`src/csx_map.svh`:
```
// Register offsets, field positions, reset values and timing counts for the core status block
`ifndef CSX_MAP_SVH
`define CSX_MAP_SVH
`define CSX_AUX_MEM_ADDR      8'h8E
`define CSX_AUX_SECOND_ADDR   8'hA2
`define CSX_STATUS_ADDR       8'hD0
`define CSX_AUX_MEM_RESET     8'h0D
`define CSX_STATUS_RESET      8'h00
`define CSX_AUX_SECOND_RESET  8'h00
`define CSX_ST_PARITY         0
`define CSX_ST_FLAG_B         1
`define CSX_ST_OVERFLOW       2
`define CSX_ST_BANK_LO        3
`define CSX_ST_BANK_HI        4
`define CSX_ST_FLAG_A         5
`define CSX_AX_LATCH_GATE     0
`define CSX_AX_EXT_ROUTE      1
`define CSX_AX_SIZE_LO        2
`define CSX_AX_SIZE_HI        3
`define CSX_AX_HIGH_DIS       4
`define CSX_AX_STRETCH        5
`define CSX_AX_WIDE           6
`define CSX_A2_PTR_SEL        0
`define CSX_STROBE_SHORT      4'd3
`define CSX_STROBE_LONG       4'd15
`define CSX_LATCH_PERIOD      2'd3
`define CSX_BANK_STRIDE       5'h08
`endif

```
`src/csx_pkg.sv`:
```
// Types shared by the core status block
package csx_pkg;
  typedef enum logic [1:0] {CSX_IDLE, CSX_ADDR, CSX_STROBE, CSX_DONE} csx_bus_state_t;
  typedef logic [7:0] csx_byte_t;
endpackage

```
`src/csx_core_status.sv`:
```
// Program status word, auxiliary memory control and external data bus sequencer
// Overview of operation
// - Parity bit 0 is set when the working register has an odd one count.
// - Overflow bit 2 follows signed overflow reported by arithmetic operations.
// - Bits 5 and 1 are plain software flags with no side effect.
// - Bank select bits 4 to 3 choose the active group of eight registers.
// - Bank code n places the registers at byte n times eight.
// - Status register clears on reset, except parity bit 0, which follows the working register.
// - Bit 6 set gives 16-bit external moves, clear gives 8-bit moves.
// - Bit 5 stretches read and write strobes to 15 periods, else 3.
// - Bit 4 set stops the high pointer byte appearing on port two.
// - While suppressed, port two shows its own port register instead.
// - Auxiliary bits 3 to 2 size the on-chip expanded RAM.
// - Sizes 256, 512, 1K, 2K from zero; higher addresses go off-chip.
// - Bit 1 set routes all external moves off-chip, clear uses on-chip RAM within the sized window.
// - Bit 0 set pulses latch strobe only on moves, else every third clock.
// - Auxiliary control resets to x000 1101.
// - Pointer select bit in second auxiliary register picks one of two pointers.
`timescale 1ns/100ps
`include "csx_map.svh"
module csx_core_status (
  // Clock and reset
  input  wire logic              ref_clk,
  input  wire logic              arst_n,
  // Special function register port
  input  wire logic              sfr_wr,
  input  wire logic              sfr_rd,
  input  wire csx_pkg::csx_byte_t sfr_addr,
  input  wire csx_pkg::csx_byte_t sfr_wdata,
  output csx_pkg::csx_byte_t     sfr_rdata,
  // Core datapath status
  input  wire csx_pkg::csx_byte_t main_working_register,
  input  wire logic              ovf_update,
  input  wire logic              ovf_value,
  // External move request
  input  wire logic              move_req,
  input  wire logic              move_write,
  input  wire logic              move_via_pointer,
  input  wire logic [15:0]       move_addr,
  input  wire csx_pkg::csx_byte_t port_two_latch,
  output logic                   move_busy,
  output logic                   move_done,
  // Core configuration outputs
  output logic [4:0]             bank_base,
  output logic                   pointer_select,
  output logic                   onchip_sel,
  output logic                   wide_mode,
  // External bus pins
  output csx_pkg::csx_byte_t     port_two,
  output csx_pkg::csx_byte_t     addr_low,
  output logic                   latch_strobe,
  output logic                   rd_strobe_n,
  output logic                   wr_strobe_n
);
  import csx_pkg::*;

  // Register state
  csx_byte_t program_status_word;
  csx_byte_t next_program_status_word;
  csx_byte_t aux_memory_control;
  csx_byte_t next_aux_memory_control;
  csx_byte_t aux_control_second;
  csx_byte_t next_aux_control_second;
  csx_byte_t next_sfr_rdata;
  logic      parity;

  // Bus sequencer state
  csx_bus_state_t state;
  csx_bus_state_t next_state;
  csx_byte_t      cfg;
  csx_byte_t      next_cfg;
  logic           cyc_write;
  logic           next_cyc_write;
  logic           cyc_ptr;
  logic           next_cyc_ptr;
  logic [15:0]    cyc_addr;
  logic [15:0]    next_cyc_addr;
  logic [1:0]     latch_div;
  logic [1:0]     next_latch_div;
  logic           timer_load;
  logic           timer_expired;
  logic [15:0]    size_limit;
  logic           next_move_busy;
  logic           next_move_done;
  logic [4:0]     next_bank_base;
  logic           next_pointer_select;
  logic           next_onchip_sel;
  logic           next_wide_mode;
  csx_byte_t      next_port_two;
  csx_byte_t      next_addr_low;
  logic           next_latch_strobe;
  logic           next_rd_strobe_n;
  logic           next_wr_strobe_n;

  csx_strobe_timer u_timer (
    .ref_clk (ref_clk),
    .arst_n  (arst_n),
    .load    (timer_load),
    .stretch (cfg[`CSX_AX_STRETCH]),
    .expired (timer_expired)
  );

  assign parity = ^main_working_register;

  // Register file
  always_comb begin
    next_program_status_word = program_status_word;
    next_aux_memory_control  = aux_memory_control;
    next_aux_control_second  = aux_control_second;
    next_sfr_rdata           = sfr_rdata;
    if (sfr_wr) begin
      case (sfr_addr)
        `CSX_STATUS_ADDR:     next_program_status_word = sfr_wdata;
        `CSX_AUX_MEM_ADDR:    next_aux_memory_control = {1'b0, sfr_wdata[6:0]};
        `CSX_AUX_SECOND_ADDR: next_aux_control_second = {7'h00, sfr_wdata[`CSX_A2_PTR_SEL]};
        default:              next_sfr_rdata = sfr_rdata;
      endcase
    end
    // Hardware overflow update wins over a same-cycle write
    if (ovf_update) begin
      next_program_status_word[`CSX_ST_OVERFLOW] = ovf_value;
    end
    next_program_status_word[`CSX_ST_PARITY] = parity;
    if (sfr_rd) begin
      case (sfr_addr)
        `CSX_STATUS_ADDR:     next_sfr_rdata = {program_status_word[7:1], parity};
        `CSX_AUX_MEM_ADDR:    next_sfr_rdata = aux_memory_control;
        `CSX_AUX_SECOND_ADDR: next_sfr_rdata = aux_control_second;
        default:              next_sfr_rdata = 8'h00;
      endcase
    end
  end

  always_ff @(posedge ref_clk or negedge arst_n) begin
    if (!arst_n) begin
      program_status_word <= `CSX_STATUS_RESET;
      aux_memory_control  <= `CSX_AUX_MEM_RESET;
      aux_control_second  <= `CSX_AUX_SECOND_RESET;
      sfr_rdata           <= 8'h00;
    end else begin
      program_status_word <= next_program_status_word;
      aux_memory_control  <= next_aux_memory_control;
      aux_control_second  <= next_aux_control_second;
      sfr_rdata           <= next_sfr_rdata;
    end
  end

  // Expanded RAM top address per size code
  always_comb begin
    case (cfg[`CSX_AX_SIZE_HI:`CSX_AX_SIZE_LO])
      2'b00:   size_limit = 16'h00FF;
      2'b01:   size_limit = 16'h01FF;
      2'b10:   size_limit = 16'h03FF;
      default: size_limit = 16'h07FF;
    endcase
  end

  // External bus sequencer; config bits 6 to 1 are captured per move so mid-cycle writes cannot disturb them, latch gate bit 0 is read live
  always_comb begin
    next_state          = state;
    next_cfg            = cfg;
    next_cyc_write      = cyc_write;
    next_cyc_ptr        = cyc_ptr;
    next_cyc_addr       = cyc_addr;
    next_move_busy      = move_busy;
    next_move_done      = 1'b0;
    next_onchip_sel     = onchip_sel;
    next_port_two       = port_two;
    next_addr_low       = addr_low;
    next_rd_strobe_n    = 1'b1;
    next_wr_strobe_n    = 1'b1;
    next_latch_strobe   = 1'b0;
    timer_load          = 1'b0;
    next_latch_div      = (latch_div == `CSX_LATCH_PERIOD - 2'd1) ? 2'd0 : latch_div + 2'd1;
    next_bank_base      = 5'(program_status_word[`CSX_ST_BANK_HI:`CSX_ST_BANK_LO]) * `CSX_BANK_STRIDE;
    next_pointer_select = aux_control_second[`CSX_A2_PTR_SEL];
    next_wide_mode      = cfg[`CSX_AX_WIDE];
    if (!aux_memory_control[`CSX_AX_LATCH_GATE]) begin
      next_latch_strobe = (latch_div == 2'd0);
    end
    case (state)
      CSX_IDLE: begin
        if (move_req) begin
          next_cfg       = aux_memory_control;
          next_cyc_write = move_write;
          next_cyc_ptr   = move_via_pointer;
          next_cyc_addr  = move_via_pointer ? move_addr : {8'h00, move_addr[7:0]};
          next_move_busy = 1'b1;
          next_state     = CSX_ADDR;
        end
      end
      CSX_ADDR: begin
        // Off-chip when routed out or above the sized window
        if (cfg[`CSX_AX_EXT_ROUTE] || (cyc_addr > size_limit)) begin
          next_onchip_sel   = 1'b0;
          next_addr_low     = cyc_addr[7:0];
          next_latch_strobe = 1'b1;
          if (cyc_ptr && !cfg[`CSX_AX_HIGH_DIS]) begin
            next_port_two = cyc_addr[15:8];
          end else begin
            next_port_two = port_two_latch;
          end
          timer_load = 1'b1;
          next_state = CSX_STROBE;
        end else begin
          next_onchip_sel = 1'b1;
          next_state      = CSX_DONE;
        end
      end
      CSX_STROBE: begin
        next_rd_strobe_n = cyc_write;
        next_wr_strobe_n = !cyc_write;
        if (timer_expired) begin
          next_state = CSX_DONE;
        end
      end
      CSX_DONE: begin
        next_move_busy = 1'b0;
        next_move_done = 1'b1;
        next_port_two  = port_two_latch;
        next_state     = CSX_IDLE;
      end
      default: next_state = CSX_IDLE;
    endcase
    if (state == CSX_IDLE && !move_req) begin
      next_port_two = port_two_latch;
    end
  end

  always_ff @(posedge ref_clk or negedge arst_n) begin
    if (!arst_n) begin
      state          <= CSX_IDLE;
      cfg            <= `CSX_AUX_MEM_RESET;
      cyc_write      <= 1'b0;
      cyc_ptr        <= 1'b0;
      cyc_addr       <= 16'h0000;
      latch_div      <= 2'd0;
      move_busy      <= 1'b0;
      move_done      <= 1'b0;
      bank_base      <= 5'h00;
      pointer_select <= 1'b0;
      onchip_sel     <= 1'b1;
      wide_mode      <= 1'b0;
      port_two       <= 8'hFF;
      addr_low       <= 8'h00;
      latch_strobe   <= 1'b0;
      rd_strobe_n    <= 1'b1;
      wr_strobe_n    <= 1'b1;
    end else begin
      state          <= next_state;
      cfg            <= next_cfg;
      cyc_write      <= next_cyc_write;
      cyc_ptr        <= next_cyc_ptr;
      cyc_addr       <= next_cyc_addr;
      latch_div      <= next_latch_div;
      move_busy      <= next_move_busy;
      move_done      <= next_move_done;
      bank_base      <= next_bank_base;
      pointer_select <= next_pointer_select;
      onchip_sel     <= next_onchip_sel;
      wide_mode      <= next_wide_mode;
      port_two       <= next_port_two;
      addr_low       <= next_addr_low;
      latch_strobe   <= next_latch_strobe;
      rd_strobe_n    <= next_rd_strobe_n;
      wr_strobe_n    <= next_wr_strobe_n;
    end
  end
endmodule

```
`src/csx_strobe_timer.sv`:
```
// Down counter timing the width of one external read or write strobe
`timescale 1ns/100ps
`include "csx_map.svh"
module csx_strobe_timer (
  // Clock and reset
  input  wire logic       ref_clk,
  input  wire logic       arst_n,
  // Control
  input  wire logic       load,
  input  wire logic       stretch,
  // Status
  output logic            expired
);
  logic [3:0] count;
  logic [3:0] next_count;

  always_comb begin
    next_count = count;
    if (load) begin
      next_count = stretch ? `CSX_STROBE_LONG : `CSX_STROBE_SHORT;
    end else if (count != 4'h0) begin
      next_count = count - 4'h1;
    end
  end

  always_ff @(posedge ref_clk or negedge arst_n) begin
    if (!arst_n) begin
      count <= 4'h0;
    end else begin
      count <= next_count;
    end
  end

  // Last strobe cycle when the count reaches one
  assign expired = (count == 4'h1) && !load;
endmodule

```
`config.mk`:
```
export PLATFORM = sky130hd
export DESIGN_NAME = csx_core_status
export DESIGN_NICKNAME = d
export VERILOG_FILES = /design/src/csx_pkg.sv /design/src/csx_core_status.sv /design/src/csx_strobe_timer.sv
export VERILOG_INCLUDE_DIRS = /design/src
export SDC_FILE = /design/constraint.sdc
export NUM_CORES = 1
export LEC_CHECK = 0
export ABC_AREA = 0
export BUFFER_PORTS_ARGS = -buffer_cell sky130_fd_sc_hd__buf_4
export CELL_PAD_IN_SITES_DETAIL_PLACEMENT = 1
export CELL_PAD_IN_SITES_GLOBAL_PLACEMENT = 2
export CORE_MARGIN = 5
export CORE_UTILIZATION = 37
export CTS_CLUSTER_DIAMETER = 100
export DETAILED_ROUTE_END_ITERATION = 8
export GPL_ROUTABILITY_DRIVEN = 0
export PLACE_DENSITY = 0.89
export SYNTH_ARGS = -nofsm -noshare
export SYNTH_HDL_FRONTEND = slang
export SYNTH_SLANG_ARGS = --single-unit
```
`constraint.sdc`:
```
create_clock -name ref_clk -period 5.2 [get_ports ref_clk]
set_clock_uncertainty 0.2 [all_clocks]
set_input_delay 0.26 -clock ref_clk [delete_from_list [all_inputs] [get_ports ref_clk]]
set_output_delay 0.26 -clock ref_clk [all_outputs]
set_load 0.05 [all_outputs]
```
After elaboration in Yosys (flattened, before gate mapping)
Cells that the tools add are included.
W data, S select, Z words.
Word-level totals
  bits in registers: 83
  input port bits: 57
Cells by class
  $add $sub $neg: 2
  order comparisons: 1
  equality and inequality tests: 13
  mux-type cells: 29
  reduce and logical (&&, ||, !) cells: 27
Operators with widths (number)
  $pmux W11 S3: 1
  $eq A8 B8 Y1 const B: 3
  $mux W8: 3
  $pmux W8 S3: 1
  $reduce_and A2 Y1: 9
  $gt A16 B16 Y1: 1
  $mux W16: 1
  $pmux W8 S2: 1
  $mux W1: 12
  $mux W4: 3
  $eq A2 B2 Y1 const B: 4
  $pmux W2 S4: 1
  $reduce_bool A2 Y1: 4
  $reduce_xor A8 Y1: 1
  $logic_not A2 Y1: 3
  $mux W2: 3
  $mux W3: 2
  $eq A2 B1 Y1 const B: 2
  $eq A4 B1 Y1 const B: 1
  $logic_not A1 Y1: 4
  $ne A2 B2 Y1 const B: 2
  $reduce_bool A4 Y1: 1
  $sub A4 B1 Y4 const B: 1
  $logic_and A1 B1 Y1: 3
  other kinds (5): 5

Logic depth before layout (Yosys ltp)
  depth in word-level cells: 10
  depth in mapped cells: 8
  gate-level depth less buffers: 7

Modules after synthesis
From an unflattened synthesis, not the netlist that was laid out.
Second synthesis, totals
  cell total of the unflattened synthesis: 290
  area total of the unflattened synthesis: 3693.5 sq um
By module, submodules not included
  csx_core_status: times used 1, cells an instance 265, area each 3440.8 sq um
  csx_strobe_timer: times used 1, cells an instance 25, area each 252.7 sq um

Least setup slack after synthesis
No wires, ideal clock.
  path type: flip-flop to flip-flop
  from: reg cfg[3]
  to: reg addr_low[3]
  library setup time: 0.125 ns
  arrival time: 2.154 ns
  data required time: 4.875 ns
  slack: 2.721 ns
  cell stages (with the launch flop): 9
  buffers on the path: 1
  period minus slack after synthesis: 2.479 ns
  cells stage by stage: dfstp_2 -> inv_1 -> ha_1 -> nand4_1 -> or3_1 -> and2_2 -> o21ai_2 -> buf_4 -> mux2_2
On the way
  word-level cells in the longest chain between the ends: 5
  elaborated cells on any way between the ends: 7
Ends and longest elaborated chain
  from (decl): RTL line csx_core_status.sv:70  | csx_byte_t cfg;
  from (signal assigned): RTL line csx_core_status.sv:233  | cfg <= `CSX_AUX_MEM_RESET;
  from (signal assigned): RTL line csx_core_status.sv:251  | cfg <= next_cfg;
  $eq A2 B2 Y1 (tied with other cells): RTL line csx_core_status.sv:150  | case (cfg[`CSX_AX_SIZE_HI:`CSX_AX_SIZE_LO])
  $pmux W11 S3 (*): RTL line csx_core_status.sv:150
  $gt A16 B16 Y1 (*): RTL line csx_core_status.sv:194  | if (cfg[`CSX_AX_EXT_ROUTE] || (cyc_addr > size_limit)) begin
  $logic_or A1 B1 Y1 (*): RTL line csx_core_status.sv:194
  $reduce_and A2 Y1 (no source line) (*)
  to (signal assigned): RTL line csx_core_status.sv:263  | addr_low <= next_addr_low;
  to (decl): RTL line csx_core_status.sv:50  | output csx_pkg::csx_byte_t addr_low,
Every way passes the cells marked *; elsewhere a longest branch is shown, timed or not.
A chain may end at the register's enable or synchronous reset.

Final worst setup path
Same ends and word-level chain as after synthesis.

==> impl_results.md <==
* Port bufs at 90
* # fillers at 1044
* Unrepaired setup endpoints after global routing: no
* Core Region at 9680 µm²
* Starting Density at 0.378
* Final hold violations at 0
* Final TNS setup at 0 ns
* Dpl cell area at 4430 µm²
* # diodes at 0
* Fmax achieved at 359 MHz
* Clk pin slew, worst setup/hold paths at 0.09 ns
* Commonest non-fill, non-tap cell in the layout: buf_4
* Static leakage at 2.32 nW
* Status: finished, final reports clean
* Antenna violations before repair at 0
* Worst r2r src: cfg[3]
* Setup slack, reg-to-reg at 2.41 ns
* Synthesized area per cell at 12.5 µm²
* Final Critical Period at 2.79 ns
* Post-Synthesis Cell Area at 3660 µm²
* Crit. Startpoint: cfg[3]
* Max Cap Viol at 0
* Least-Margin Pin Slew at 1.00 ns
* Cell row count at 36
* Critical Path AT at 2.82 ns
* Routed WL per cell at 16.3 µm
* Hold Crit Class: in2reg
* Post-route cell area at 4970 µm²
* First-pass GRT wire length at 14900 µm
* Vias/cell at 4.78
* Clk sink count at 81
* Die area at 12000 µm²
* Vias at 2644
* Fraction of the cycle the final worst path needs at 0.536
* Number of flops mapped to enable cells by yosys at 0
* Grt ovf at 0
* Hpwl dp at 6300 µm
* Max VDD drop at 0.216 mV
* Reg power frac at 0.366
* Worst-path maximum fanout at 13
* Final Total Pwr at 2.68 mW
* Latest clock arrival within the worst-skew pair at 0.35 ns
* Largest net degree at the start of global routing at 82
* Setup Fix Bufs, Post-CTS at 0
* Post-synth top flop: dfrtp_1
* Critical path class: reg2reg
* GRT Overall Usage at 0.161
* CTS Buf Count at 9
* Final setup viols at 0
* Switching share of power at 0.396
* Yosys warns at 0
* Most frequent cells in the layout: buf_4, dfrtp_1, mux2_2
* Die W at 109 µm
* Final wirelength at 9010 µm
* DRC Markers at 0
* Synth cell types at 47
* Post-synthesis sequential area ratio at 0.560
* Synth Instances at 293
* Register area at 2050 µm²
* TritonRoute pass-1 iters at 4
* #FFs+latches synth at 81
* P_sw at 1.06 mW
* Final #Nets at 482
* DR iter-0 viols at 63
* Power per cell area at 538 nW/µm²
* CTS tree: built
* Fraction of power consumed by the clock network at 0.183
* Hold Path Origin: move_via_pointer
* Root Buffer: clkbuf_8
* Die Y at 109 µm
* Crit path capture type: flop
* Layout cells sized above 1 at 0.438
* Max-slew violation total from the final report at 0
* H-tree depth at 3
* Combinational Power Share at 0.451
* Ports at 94
* CP required at 5.23 ns
* Setup WS post-layout at 2.41 ns
* CTS Buffer Depth at 2
* Area Overhead vs Synth at 36.0%
* Final ANT Viol Nets at 0
* Startpoint types: flop
* Asr flop ratio synth at 1.00
* Vias in the first global route at 3002
* Pre-CTS setup slack at 2.39 ns
* Worst rel slew slack at 0.330
* Multi-input logic area at 1500 µm²
* Internal power at 1.62 mW
## path summary, 6_finish.rpt
kind / endpoint / cells after the start
worst max register to register: addr_low[3] / 7
worst min-delay path: cyc_addr[12] / 3
min in group asynchronous: move_busy / 2
worst max-delay path: addr_low[3] / 7
max in group asynchronous: u_timer.count[1] / 2
worst min register to register: wide_mode / 0
## power by group through the flow
| stage | Sequential (mW) | Combinational (mW) | Clock [mW] |
|---|---|---|---|
| after floorplan | 1.27 | 0.605 | 0 |
| after global placement | 0.986 | 1.15 | 0 |
| after detailed placement | 0.996 | 1.20 | 0 |
| after CTS | 0.985 | 1.23 | 0.507 |
| after global routing | 1.01 | 1.31 | 0.530 |
| final | 0.980 | 1.21 | 0.488 |
## logic make-up after synthesis
family / synth area share
flip-flops: 0.560
XOR/XNOR: 0.0192
other: 0.00103
buffers and inverters: 0.0315
multiplexers: 0.190
AO/OA/AOI/OAI: 0.0684
adder cells (fa/ha/maj): 0.0342
AND/OR/NAND/NOR: 0.0962
## per-layer routing
| layer | track usage | part of all wire | vias to the layer above |
|---|---|---|---|
| li1 | - | - | 1260 |
| met1 | 0.191 | 0.40 | 1301 |
| met2 | 0.282 | 0.52 | 74 |
| met3 | 0.0499 | 0.068 | 9 |
| met4 | 0.0410 | 0.0097 | 0 |
| met5 | 0 | 0 | - |
## final cells by class
class                      instances  share of cell area
multi-input combinational        190               0.302
sequential                        81               0.412
tap                              133              0.0335
timing repair buffer             124               0.204
clock buffer                       9              0.0249
inverter                           9             0.00680
clock inverter                     7              0.0171
## sequential cells by signal (all words and copies together), names as in the netlist, 2 cells and up
signal / cells
sfr_rdata: 8
latch_div: 2
addr_low: 8
program_status_word: 7
bank_base: 2
cfg: 6
port_two: 8
state: 2
cyc_addr: 16
u_timer.count: 4
aux_memory_control: 7
## cell usage after synthesis, types with 7 or more instances
cell | n | share of area
o21ai_0 | 13 | 0.018
dfstp_2 | 16 | 0.11
a21oi_1 | 10 | 0.014
mux2_2 | 49 | 0.15
xnor2_1 | 7 | 0.017
inv_1 | 9 | 0.0092
ha_1 | 10 | 0.034
nand2_1 | 29 | 0.030
nor2_1 | 13 | 0.013
dfrtp_1 | 65 | 0.44
a22oi_1 | 7 | 0.014
mux2_4 | 8 | 0.033
## worst max-delay path, stage by stage, from the launching register on
cell and delay [ns]:
dfstp_2 0.56, inv_1 0.04, ha_1 0.28, nand4_1 0.08, or3_1 0.32, and2_2 0.24
o21ai_2 0.53, mux2_2 0.41
## stage by stage
stage               hold WS (ns)  std cells  utilization
finish                    0.0185        553        0.513
global route             0.00950        553        0.513
CTS                      0.00115        553        0.513
detailed placement         0.185        504        0.458
global placement           0.170        504        0.458
floorplan                 -0.236        295            -
## timing repair
action | 4_1_cts | 5_1_grt
resized for setup | 0 | 0
hold buffers | 33 | 0
endpoints found under the hold margin | 102 | 0
Power figures use the tool's default switching activity.
